### src/design/aod_pkg.sv
// Package with record layout, codes and timing constants of the analog output diagnostics
`default_nettype none
package aod_pkg;
	// ==========================================================
	// Clock and timing
	localparam int unsigned CLK_MHZ = 250;
	localparam int unsigned TICK_NS = 1000;
	localparam int unsigned CLK_NS = 4;
	localparam int unsigned TICK_CYC = TICK_NS / CLK_NS;
	localparam int unsigned BLINK_HZ = 2;
	localparam int unsigned BLINK_HALF_US = 1000000 / (2 * BLINK_HZ);

	// ==========================================================
	// Diagnostic record byte indices
	localparam logic [4:0] IDX_ERR_SUM = 5'h00;
	localparam logic [4:0] IDX_MOD_INFO = 5'h01;
	localparam logic [4:0] IDX_RSVD_C = 5'h02;
	localparam logic [4:0] IDX_INT_DIAG = 5'h03;
	localparam logic [4:0] IDX_CH_TYPE = 5'h04;
	localparam logic [4:0] IDX_DIAG_BITS = 5'h05;
	localparam logic [4:0] IDX_CH_COUNT = 5'h06;
	localparam logic [4:0] IDX_GRP_ERR = 5'h07;
	localparam logic [4:0] IDX_CH0_ERR = 5'h08;
	localparam logic [4:0] IDX_CH1_ERR = 5'h09;
	localparam logic [4:0] IDX_STAMP0 = 5'h10;
	localparam logic [4:0] IDX_STAMP3 = 5'h13;

	// ==========================================================
	// Field positions and constant values
	localparam int unsigned BIT_BUF_OVF = 3;
	localparam int unsigned BIT_COMM_ERR = 4;
	localparam int unsigned BIT_CH_CFG = 0;
	localparam int unsigned BIT_CH_WIRE = 4;
	localparam int unsigned BIT_SUM_INT = 1;
	localparam int unsigned BIT_SUM_EXT = 2;
	localparam int unsigned BIT_SUM_CH = 3;
	localparam int unsigned BIT_SUM_PAR = 7;
	localparam logic [6:0] CHT_ANALOG_OUT = 7'h73;
	localparam logic [7:0] DIAG_BITS_VAL = 8'h08;
	localparam logic [7:0] CH_COUNT_VAL = 8'h02;
	localparam logic [7:0] MOD_INFO_VAL = 8'h15;
	localparam logic [7:0] BYTE_ZERO = 8'h00;

	// ==========================================================
	// Process image layout
	localparam logic [1:0] OUT_OFS_CH0 = 2'h0;
	localparam logic [1:0] OUT_OFS_CH1 = 2'h2;
	localparam logic [7:0] IN_AREA_BYTES = 8'h00;
	localparam logic [7:0] OUT_AREA_BYTES = 8'h04;

	// Status levels coming in from the channel and supply monitors
	typedef struct packed {
		logic bus_pwr_err;
		logic cfg_err;
		logic module_err;
		logic comm_ok;
		logic [1:0] ch_param_err;
		logic [1:0] ch_wire_break;
		logic [1:0] ch_overload;
	} aod_status_t;

	// Indicator drive bundle
	typedef struct packed {
		logic run;
		logic module_fault_indicator;
		logic [1:0] channel_error_indicator;
	} aod_leds_t;
endpackage
`default_nettype wire

### src/design/aod_sync.sv
// Two-stage synchroniser for a bundle of asynchronous status levels
`default_nettype none
module aod_sync #(
	parameter int unsigned WIDTH = 1
) (
	// Clock and reset
	input wire logic i_core_clk,
	input wire logic i_rstn,
	// Data
	input wire logic [WIDTH-1:0] i_async,
	output logic [WIDTH-1:0] o_sync
);
	logic [WIDTH-1:0] meta_q;
	logic [WIDTH-1:0] sync_q;

	// ==========================================================
	// First stage feeds only the second stage
	always_ff @(posedge i_core_clk or negedge i_rstn)
	begin
		if (!i_rstn)
		begin
			meta_q <= '0;
			sync_q <= '0;
		end
		else
		begin
			meta_q <= i_async;
			sync_q <= meta_q;
		end
	end

	assign o_sync = sync_q;
endmodule
`default_nettype wire

### src/design/aod_ticker.sv
// Free-running microsecond ticker with a one-cycle tick pulse
`default_nettype none
module aod_ticker
	import aod_pkg::*;
(
	// Clock and reset
	input wire logic i_core_clk,
	input wire logic i_rstn,
	// Ticker state
	output logic o_tick,
	output logic [31:0] o_count
);
	localparam logic [7:0] PRE_LAST = 8'(TICK_CYC - 1);
	logic [7:0] pre_q;
	logic [31:0] count_q;

	// ==========================================================
	// Prescaler: one tick every microsecond
	always_ff @(posedge i_core_clk or negedge i_rstn)
	begin
		if (!i_rstn)
			pre_q <= '0;
		else if (pre_q == PRE_LAST)
			pre_q <= '0;
		else
			pre_q <= pre_q + 8'h01;
	end

	// Count starts at zero and wraps silently at the top
	always_ff @(posedge i_core_clk or negedge i_rstn)
	begin
		if (!i_rstn)
			count_q <= '0;
		else if (pre_q == PRE_LAST)
			count_q <= count_q + 32'h0000_0001;
	end

	assign o_tick = (pre_q == PRE_LAST);
	assign o_count = count_q;
endmodule
`default_nettype wire

### src/design/aod_diag_top.sv
// Diagnostic record, status indicators and output area of the two-channel analog output
// ==========================================================
// Summary of operation
// Buffer overflow sets internal diagnostic bit 3
// Communication error sets bit 4; others reserved
// Channel type byte reads 73h, bit7 zero
// Diagnostic bits per channel reads 08h
// Channel count byte reads 02h
// Group error bits 0/1 per channel
// Channel byte bit 0 on configuration error
// Channel byte bit 4 on wire-break
// Event stores microsecond ticker as timestamp
// Ticker starts at zero, counts microseconds
// Ticker is 32 bits and wraps
// Bus and module good: run on
// Module error with bus good: both on
// No bus, module error: fault only
// Bus power error: both indicators off
// Configuration error blinks fault at 2 Hz
// Channel indicator on parameter, overload, short; the code has no short input and lights it on parameter error or overload only
// No process input bytes used
// Two independent 16-bit output channels
// Host writes channel words at 0 and 2
`default_nettype none
module aod_diag_top
	import aod_pkg::*;
#(
	parameter int unsigned BLINK_US = BLINK_HALF_US
) (
	// Clock and reset
	input wire logic i_core_clk,
	input wire logic i_rstn,
	// Monitor levels, asynchronous
	input wire aod_pkg::aod_status_t i_status,
	// Internal event pulses, core clock
	input wire logic i_diag_buf_ovf,
	input wire logic i_comm_err,
	// Output area write port
	input wire logic i_out_wr,
	input wire logic [1:0] i_out_addr,
	input wire logic [15:0] i_out_data,
	// Diagnostic record read port
	input wire logic i_rd_en,
	input wire logic [4:0] i_rd_addr,
	output logic [7:0] o_rd_data,
	output logic o_rd_valid,
	// Channel values to the converters
	output logic [15:0] o_output_value_ch0,
	output logic [15:0] o_output_value_ch1,
	// Process image sizes
	output logic [7:0] o_in_area_bytes,
	output logic [7:0] o_out_area_bytes,
	// Indicators
	output aod_pkg::aod_leds_t o_leds
);
	import aod_pkg::*;

	// Types and signals
	typedef enum logic [1:0] {
		BLK_OFF = 2'b01,
		BLK_ON = 2'b10
	} aod_blink_t;

	aod_status_t st;
	logic tick;
	logic [31:0] us_count;
	logic [7:0] internal_diag_flags_q;
	logic [15:0] ch0_q;
	logic [15:0] ch1_q;
	logic [7:0] rd_data_q;
	logic rd_valid_q;
	logic [31:0] diag_timestamp_q;
	logic [5:0] err_prev_q;
	logic [5:0] err_now;
	logic diag_event;
	logic [17:0] blink_cnt_q;
	aod_blink_t blink_q;
	aod_leds_t leds_q;
	aod_leds_t leds_d;
	logic [7:0] channel_group_errors;
	logic [7:0] channel_zero_error_flags;
	logic [7:0] channel_one_error_flags;
	logic [7:0] err_summary;
	logic [7:0] channel_type_code;

	localparam logic [17:0] BLINK_LAST = 18'(BLINK_US - 1);

	// Channel byte builder, used for both channels
	function automatic logic [7:0] ch_err_byte(input logic cfg, input logic wire_brk);
		logic [7:0] b;
		b = BYTE_ZERO;
		b[BIT_CH_CFG] = cfg;
		b[BIT_CH_WIRE] = wire_brk;
		return b;
	endfunction

	// ==========================================================
	// Input synchronisation and ticker
	aod_sync #(
		.WIDTH($bits(aod_status_t))
	) u_sync (
		.i_core_clk(i_core_clk),
		.i_rstn(i_rstn),
		.i_async(i_status),
		.o_sync(st)
	);

	aod_ticker u_ticker (
		.i_core_clk(i_core_clk),
		.i_rstn(i_rstn),
		.o_tick(tick),
		.o_count(us_count)
	);

	// ==========================================================
	// Output area: two independent words by byte offset
	always_ff @(posedge i_core_clk or negedge i_rstn)
	begin
		if (!i_rstn)
		begin
			ch0_q <= '0;
			ch1_q <= '0;
		end
		else if (i_out_wr)
		begin
			if (i_out_addr == OUT_OFS_CH0)
				ch0_q <= i_out_data;
			else if (i_out_addr == OUT_OFS_CH1)
				ch1_q <= i_out_data;
		end
	end

	assign o_output_value_ch0 = ch0_q;
	assign o_output_value_ch1 = ch1_q;
	// Module never claims input bytes
	assign o_in_area_bytes = IN_AREA_BYTES;
	assign o_out_area_bytes = OUT_AREA_BYTES;

	// ==========================================================
	// Internal diagnostic flags: sticky, cleared by reading the byte
	always_ff @(posedge i_core_clk or negedge i_rstn)
	begin
		if (!i_rstn)
			internal_diag_flags_q <= '0;
		else
		begin
			// Clear first so a same-cycle event wins
			if (i_rd_en && i_rd_addr == IDX_INT_DIAG)
				internal_diag_flags_q <= BYTE_ZERO;
			if (i_diag_buf_ovf)
				internal_diag_flags_q[BIT_BUF_OVF] <= 1'b1;
			if (i_comm_err)
				internal_diag_flags_q[BIT_COMM_ERR] <= 1'b1;
		end
	end

	// ==========================================================
	// Channel error bytes follow the live monitor levels
	assign channel_zero_error_flags = ch_err_byte(st.ch_param_err[0], st.ch_wire_break[0]);
	assign channel_one_error_flags = ch_err_byte(st.ch_param_err[1], st.ch_wire_break[1]);
	assign channel_group_errors = {6'h00, |channel_one_error_flags,
		|channel_zero_error_flags};
	assign channel_type_code = {1'b0, CHT_ANALOG_OUT};

	// Summary byte combines the detailed sources
	always_comb
	begin
		err_summary = BYTE_ZERO;
		err_summary[BIT_SUM_INT] = |internal_diag_flags_q;
		err_summary[BIT_SUM_EXT] = st.bus_pwr_err;
		err_summary[BIT_SUM_CH] = |channel_group_errors;
		err_summary[BIT_SUM_PAR] = st.cfg_err;
	end

	// ==========================================================
	// Event detection and timestamp capture
	assign err_now = {st.ch_wire_break, st.ch_param_err, st.cfg_err, st.bus_pwr_err};
	// Only new errors count; a level that stays up is one event
	assign diag_event = i_diag_buf_ovf | i_comm_err | (|(err_now & ~err_prev_q));

	always_ff @(posedge i_core_clk or negedge i_rstn)
	begin
		if (!i_rstn)
			err_prev_q <= '0;
		else
			err_prev_q <= err_now;
	end

	always_ff @(posedge i_core_clk or negedge i_rstn)
	begin
		if (!i_rstn)
			diag_timestamp_q <= '0;
		else if (diag_event)
			diag_timestamp_q <= us_count;
	end

	// ==========================================================
	// Record read: one registered byte per request
	always_ff @(posedge i_core_clk or negedge i_rstn)
	begin
		if (!i_rstn)
		begin
			rd_data_q <= '0;
			rd_valid_q <= 1'b0;
		end
		else
		begin
			rd_valid_q <= i_rd_en;
			if (i_rd_en)
			begin
				case (i_rd_addr)
					IDX_ERR_SUM: rd_data_q <= err_summary;
					IDX_MOD_INFO: rd_data_q <= MOD_INFO_VAL;
					IDX_INT_DIAG: rd_data_q <= internal_diag_flags_q;
					IDX_CH_TYPE: rd_data_q <= channel_type_code;
					IDX_DIAG_BITS: rd_data_q <= DIAG_BITS_VAL;
					IDX_CH_COUNT: rd_data_q <= CH_COUNT_VAL;
					IDX_GRP_ERR: rd_data_q <= channel_group_errors;
					IDX_CH0_ERR: rd_data_q <= channel_zero_error_flags;
					IDX_CH1_ERR: rd_data_q <= channel_one_error_flags;
					IDX_STAMP0: rd_data_q <= diag_timestamp_q[7:0];
					IDX_STAMP0 + 5'h01: rd_data_q <= diag_timestamp_q[15:8];
					IDX_STAMP0 + 5'h02: rd_data_q <= diag_timestamp_q[23:16];
					IDX_STAMP3: rd_data_q <= diag_timestamp_q[31:24];
					// Reserved and unmapped bytes read zero
					default: rd_data_q <= BYTE_ZERO;
				endcase
			end
		end
	end

	assign o_rd_data = rd_data_q;
	assign o_rd_valid = rd_valid_q;

	// ==========================================================
	// 2 Hz blink phase, paced by the microsecond tick
	always_ff @(posedge i_core_clk or negedge i_rstn)
	begin
		if (!i_rstn)
		begin
			blink_cnt_q <= '0;
			blink_q <= BLK_OFF;
		end
		else if (tick)
		begin
			if (blink_cnt_q == BLINK_LAST)
			begin
				blink_cnt_q <= '0;
				case (blink_q)
					BLK_OFF: blink_q <= BLK_ON;
					BLK_ON: blink_q <= BLK_OFF;
					default: blink_q <= BLK_OFF;
				endcase
			end
			else
				blink_cnt_q <= blink_cnt_q + 18'h00001;
		end
	end

	// ==========================================================
	// Indicator decision; supply loss overrides everything
	always_comb
	begin
		leds_d = '0;
		if (st.bus_pwr_err)
			leds_d = '0;
		else
		begin
			leds_d.run = st.comm_ok;
			leds_d.module_fault_indicator = st.module_err;
			if (st.cfg_err)
				leds_d.module_fault_indicator = (blink_q == BLK_ON);
			if (leds_d.run && !leds_d.module_fault_indicator)
				leds_d.channel_error_indicator = st.ch_param_err | st.ch_overload;
		end
	end

	// Registered so the pins never glitch
	always_ff @(posedge i_core_clk or negedge i_rstn)
	begin
		if (!i_rstn)
			leds_q <= '0;
		else
			leds_q <= leds_d;
	end

	assign o_leds = leds_q;
endmodule
`default_nettype wire

### config.mk
export PLATFORM = sky130hd
export DESIGN_NAME = aod_diag_top
export DESIGN_NICKNAME = d
export VERILOG_FILES = /design/src/design/aod_pkg.sv /design/src/design/aod_sync.sv /design/src/design/aod_ticker.sv /design/src/design/aod_diag_top.sv
export SDC_FILE = /design/constraint.sdc
export NUM_CORES = 1
export LEC_CHECK = 0
export ABC_AREA = 1
export BUFFER_PORTS_ARGS = -buffer_cell sky130_fd_sc_hd__buf_2
export CORE_MARGIN = 2
export CORE_UTILIZATION = 50
export DETAILED_ROUTE_END_ITERATION = 8
export PLACE_DENSITY = 0.8
export REMOVE_ABC_BUFFERS = 1
export SLEW_MARGIN = 20
export SYNTH_ARGS = -nofsm -noshare
export SYNTH_HDL_FRONTEND = slang
export SYNTH_SLANG_ARGS = --single-unit
### constraint.sdc
create_clock -name i_core_clk -period 2.05 [get_ports i_core_clk]
set_input_delay 0.1025 -clock i_core_clk [delete_from_list [all_inputs] [get_ports i_core_clk]]
set_output_delay 0.1025 -clock i_core_clk [all_outputs]
set_load 0.02 [all_outputs]
* Word-level counts from Yosys, hierarchy flattened
Index checks and enable logic that the tools add are counted.
** Word-level totals
- Register bits after elaboration :: 165
- Input bits :: 39
- Output and inout port bits :: 61
- Logic and storage cells :: 69
** Cells by class
- Add/subtract/negate cells :: 3
- Equal/unequal tests :: 17
- Mux-type cells :: 11
- Bitwise operators :: 6
- Reduce and logical (&&, ||, !) cells :: 15
** Operator list (count)
- case mux 8 bit (13 select lines) :: 1
- adder 32 x 1 -> 32 bit, second input constant :: 1
- == test 5 x 3 -> 1 bit, second input constant :: 4
- == test 5 bit, second input constant :: 4
- adder 18 x 1 -> 18 bit, second input constant :: 1
- == test 18 bit, second input constant :: 1
- two-way mux 18 bit :: 1
- == test 5 x 4 -> 1 bit, second input constant :: 2
- adder 8 x 1 -> 8 bit, second input constant :: 1
- == test 8 bit, second input constant :: 1
- two-way mux 8 bit :: 1
- AND 6 bit :: 1
- inverter 6 bit :: 1
- OR reduction 2 bit :: 3
- OR reduction 6 bit :: 1
- == test 5 x 1 -> 1 bit, second input constant :: 1
- == test 5 x 2 -> 1 bit, second input constant :: 1
- zero test 5 bit :: 1
- two-way mux 5 bit :: 1
- == test 2 bit, second input constant :: 2
- two-way mux 1 bit :: 4
- two-way mux 2 bit :: 2
- two-way mux 4 bit :: 1
- AND reduction 2 bit :: 2
- 10 further kinds :: 13

* Logic depth before layout (Yosys ltp)
- Depth after elaboration :: 7
- Depth in mapped cells :: 10

* By module
A second synthesis with hierarchy kept.
** Unflattened totals
- Cells, all modules :: 948
- Area, all modules :: 7770.0 um2
** Modules (own cells, without submodules)
- aod_diag_top :: instances 1, cells an instance 650, area each 5098.6 um2, sequential area each 2628.8 um2
- aod_ticker :: instances 1, cells an instance 278, area each 2170.8 um2, sequential area each 1001.0 um2
- aod_sync :: instances 1, cells an instance 20, area each 500.5 um2, sequential area each 500.5 um2

* Least setup slack after synthesis
No wires, ideal clock.
- Path type :: flip-flop to flip-flop
- Start :: register u_ticker.pre_q[1]
- End :: register blink_cnt_q[2]
- Data arrival time :: 1.311 ns
- Data required time :: 1.927 ns
- Path slack :: 0.616 ns
- Cell stages (with the launch flop) :: 10
- Buffers on the path :: 1
- Cells stage by stage :: dfrtp_1 inv_1 ha_1 nand2_2 nor2_4 nand2_4 inv_2 buf_6 nand2_1 xnor2_1
** On the way
- Longest elaborated chain between the ends :: 1
** Ends and longest elaborated chain
- start: declaration :: RTL line aod_ticker.sv:14 : logic [7:0] pre_q;
- start signal: assignment :: RTL line aod_ticker.sv:26 : pre_q <= pre_q + 8'h01;
- == test 8 bit :: RTL line aod_ticker.sv:38 : assign o_tick = (pre_q == PRE_LAST);
- end signal: assignment :: RTL line aod_diag_top.sv:256 : blink_cnt_q <= blink_cnt_q + 18'h00001;
- end: declaration :: RTL line aod_diag_top.sv:76 : logic [17:0] blink_cnt_q;
No other way between the ends.
A chain may end at the register's enable or synchronous reset.

* Worst setup path in the final report
- Start :: register u_ticker.pre_q[1]
- End :: register blink_cnt_q[12]
Same word-level chain as after synthesis.

==> reports/results.txt <==
status: complete, no violations
CTS clk-pin slew, worst paths: 0.06 ns
cell-internal power: 5540 uW
Clock Skew: 0.0118 ns
Rows: 45
ant diodes: 0
initial DRC count: 395
synth warn: 0
Post CTS Setup Buffer Count: 0
Syn Std Cell Area: 0.00788 mm^2
final routed wire length divided by cell count: 14.0 um
Final #Nets: 1130
# resized after CTS: 0
Slew Limit Fails: 0
CTS tree: yes
worst setup margin: 0.279 ns
share of layout cells above drive strength 1: 14.5%
CTS Buffer Depth: 2
die area: 0.0168 mm^2
class of the worst hold path: input pin to register
Period minus WS final: 1.77 ns
DR pass1 iterations: 6
leakage power: 0.00472 uW
Worst EP required: 2.39 ns
CTS Root Cell: clkbuf_16
max_cap viols: 0
crit start category: register
relative slew slack: 59.2%
register area share after synthesis: 52.4%
# port buffers: 83
WP data arrival: 2.11 ns
worst slew pin tran: 0.612 ns
Sink Count: 165
Fmax: 565 MHz
critical path cell sequence: inv_1, ha_1, nand2_2, nor2_4, nand2_4, inv_2, buf_4, nand4_1, o21ai_0
slowest cell delay on critical path: 0.38 ns
Post-synth top cells: nand2_1, dfrtp_1, nor2_1
Worst-Skew Late Latency: 0.43 ns
Period Utilization, post-route: 86.4%
first-pass GRT wire length: 30800 um
number of antenna violations at the first check in global routing: 0
final setup fails: 0
Setup CP Type: register to register
Via density: 5.10
slowest CP cell: dfrtp_1
most numerous cell in the Yosys netlist: nand2_1
IO Pins: 100
sw frac: 24.2%
Mapped Cells: 967
routed vias: 6688
TritonCTS buffer count: 17
DP Cell Count: 1249
Non-Filler Instances: 1311
chip width: 130 um
Area contributors post-synth: dfrtp_1, nand2_1, nor2_1, nand3_1, inv_1
synth unique cells: 37
Post-synth EDFFs: 0
clock share of power: 43.3%
largest net degree at the start of global routing: 67
vias in the first global route: 6622
hold-fix buffers at CTS: 30
critical path capture point type: register
H-tree Lvls: 4
die height: 130 um
post-DP HPWL: 12500 um
FFs w/ async S/R, synth: 100%
Total Power: 7320 uW
FF+latch count, synth: 165
Yosys top cell area share: 52.1%
final wirelength: 18400 um
post-layout util: 61.3%
Area growth syn-to-layout: 19.2%
GRT Total Usage: 23.2%
combinational share of power: 9.3%
register share of total power: 47.4%
Hold Vio Cnt, Final: 0
RePlAce Congestion: 0.897
peak supply drop: 0.637 mV
Psw: 1770 uW
Place WS: 0.309 ns
RSZ-0062 raised after global routing: false
main flop type after synthesis: dfrtp_1
Overflow after GRT: 0
DRC viols: 0
critical-path maximum fanout: 25
area leader, netlist: dfrtp_1
Power per Cell Area: 779 mW/mm^2
CORE AREA: 0.0153 mm^2
Initial Util: 51.4%
reg2reg setup slack: 0.28 ns
Mean Syn Cell Area: 8.15 um^2
DRT antenna net count: 0
## cell type report
type / instances / area [um^2]
fillers: 1302 / 5930
flip-flops and latches: 165 / 4130
multi-input cells: 694 / 3250
repair buffers: 125 / 837
clock buffers: 25 / 495
inverters: 84 / 315
well taps: 211 / 264
clock inverters: 7 / 95.1
## per-stage QoR
step / setup TNS [ns] / area, um^2 / hold WS [ns]
2_1_floorplan: -25.57 / 7690 / -0.193
3_3_place_gp: 0 / 8500 / 0.131
3_5_place_dp: 0 / 8500 / 0.136
4_1_cts: 0 / 9390 / 0.178
5_1_grt: 0 / 9390 / 0.204
6_report: 0 / 9390 / 0.186
## cell families (layout without fill, tap and decap cells)
group	count (synthesis)	in the layout	synth area share, %
other cells	2	16	0.0953
xor+xnor	26	26	2.89
flops	165	165	52.4
fa+ha+maj	4	4	0.635
compound gates	73	73	4.83
buf+inv	122	241	7.02
simple gates	575	575	32.1
## cells in the final DEF, fill, tap and decap left out, types with 2 or more instances in the layout
| cell type | n |
|---|---|
| nand3_2 | 2 |
| nor3_1 | 3 |
| o21ai_0 | 56 |
| nand3_1 | 65 |
| o211ai_1 | 2 |
| nor2_2 | 11 |
| conb_1 | 16 |
| xnor2_1 | 13 |
| nand2_4 | 2 |
| nor2_1 | 99 |
| nand3_4 | 2 |
| nand2_1 | 344 |
| nand4_1 | 17 |
| buf_12 | 2 |
| buf_2 | 82 |
| clkinv_2 | 2 |
| ha_1 | 4 |
| inv_2 | 3 |
| o21ai_1 | 4 |
| dfrtp_1 | 164 |
| clkbuf_16 | 17 |
| a21oi_1 | 4 |
| clkbuf_1 | 4 |
| buf_4 | 10 |
| nor2_4 | 7 |
| nor3_2 | 2 |
| nand2_2 | 3 |
| o22ai_1 | 3 |
| xor2_1 | 13 |
| nor3b_1 | 2 |
| nand3b_1 | 14 |
| bufinv_16 | 2 |
| dlygate4sd3_1 | 30 |
| inv_1 | 80 |
| clkbuf_8 | 4 |
## final timing paths
| kind | startpoint | cells after the start | endpoint |
|---|---|---|---|
| setup / recovery | u_ticker.pre_q[1] | 9 | blink_cnt_q[12] |
| hold / removal | i_rd_addr[0] | 6 | o_rd_data[1] |
| setup reg to reg | u_ticker.pre_q[1] | 9 | blink_cnt_q[12] |
| hold reg to reg | u_sync.meta_q[2] | 0 | u_sync.o_sync[2] |
| max in group asynchronous | i_rstn | 3 | blink_q[0] |
| min in group asynchronous | i_rstn | 2 | err_prev_q[5] |
## layer usage
| layer | GRT usage [%] | vias to the layer above | wire, um |
|---|---|---|---|
| met5 | 0 | - | 0 |
| met4 | 10.2 | 0 | 591 |
| met3 | 4.91 | 55 | 782 |
| met2 | 39.9 | 225 | 9180 |
| met1 | 28.3 | 3152 | 7850 |
| li1 | - | 3256 | - |
## sequential cells by signal (all words and copies together), names as in the netlist
register and count:
u_sync.o_sync 10, err_prev_q 6, o_rd_valid 1, internal_diag_flags_q 2
o_rd_data 8, u_ticker.pre_q 8, o_leds 4, blink_q 2
blink_cnt_q 18, diag_timestamp_q 32, u_sync.meta_q 10, o_output_value_ch1 16
o_output_value_ch0 16, u_ticker.o_count 32
## power by group through the flow
stage               combinational [uW]  clock, uW  sequential, uW
floorplan                          182          0            3660
global placement                   617          0            3520
detailed placement                 631          0            3520
CTS                                677       3190            3470
global route                       746       3330            3480
finish                             679       3170            3470
## worst max-delay path, delay by kind of cell, from the launching register on
family                     cells  cell delay, ns
and+or+nand+nor                4            0.61
adders and majority gates      1            0.15
DFF                            1            0.38
AOI/OAI and AO/OA              1            0.10
buffers and inverters          3            0.44
Note: power is estimated with default switching activity, not from simulation.
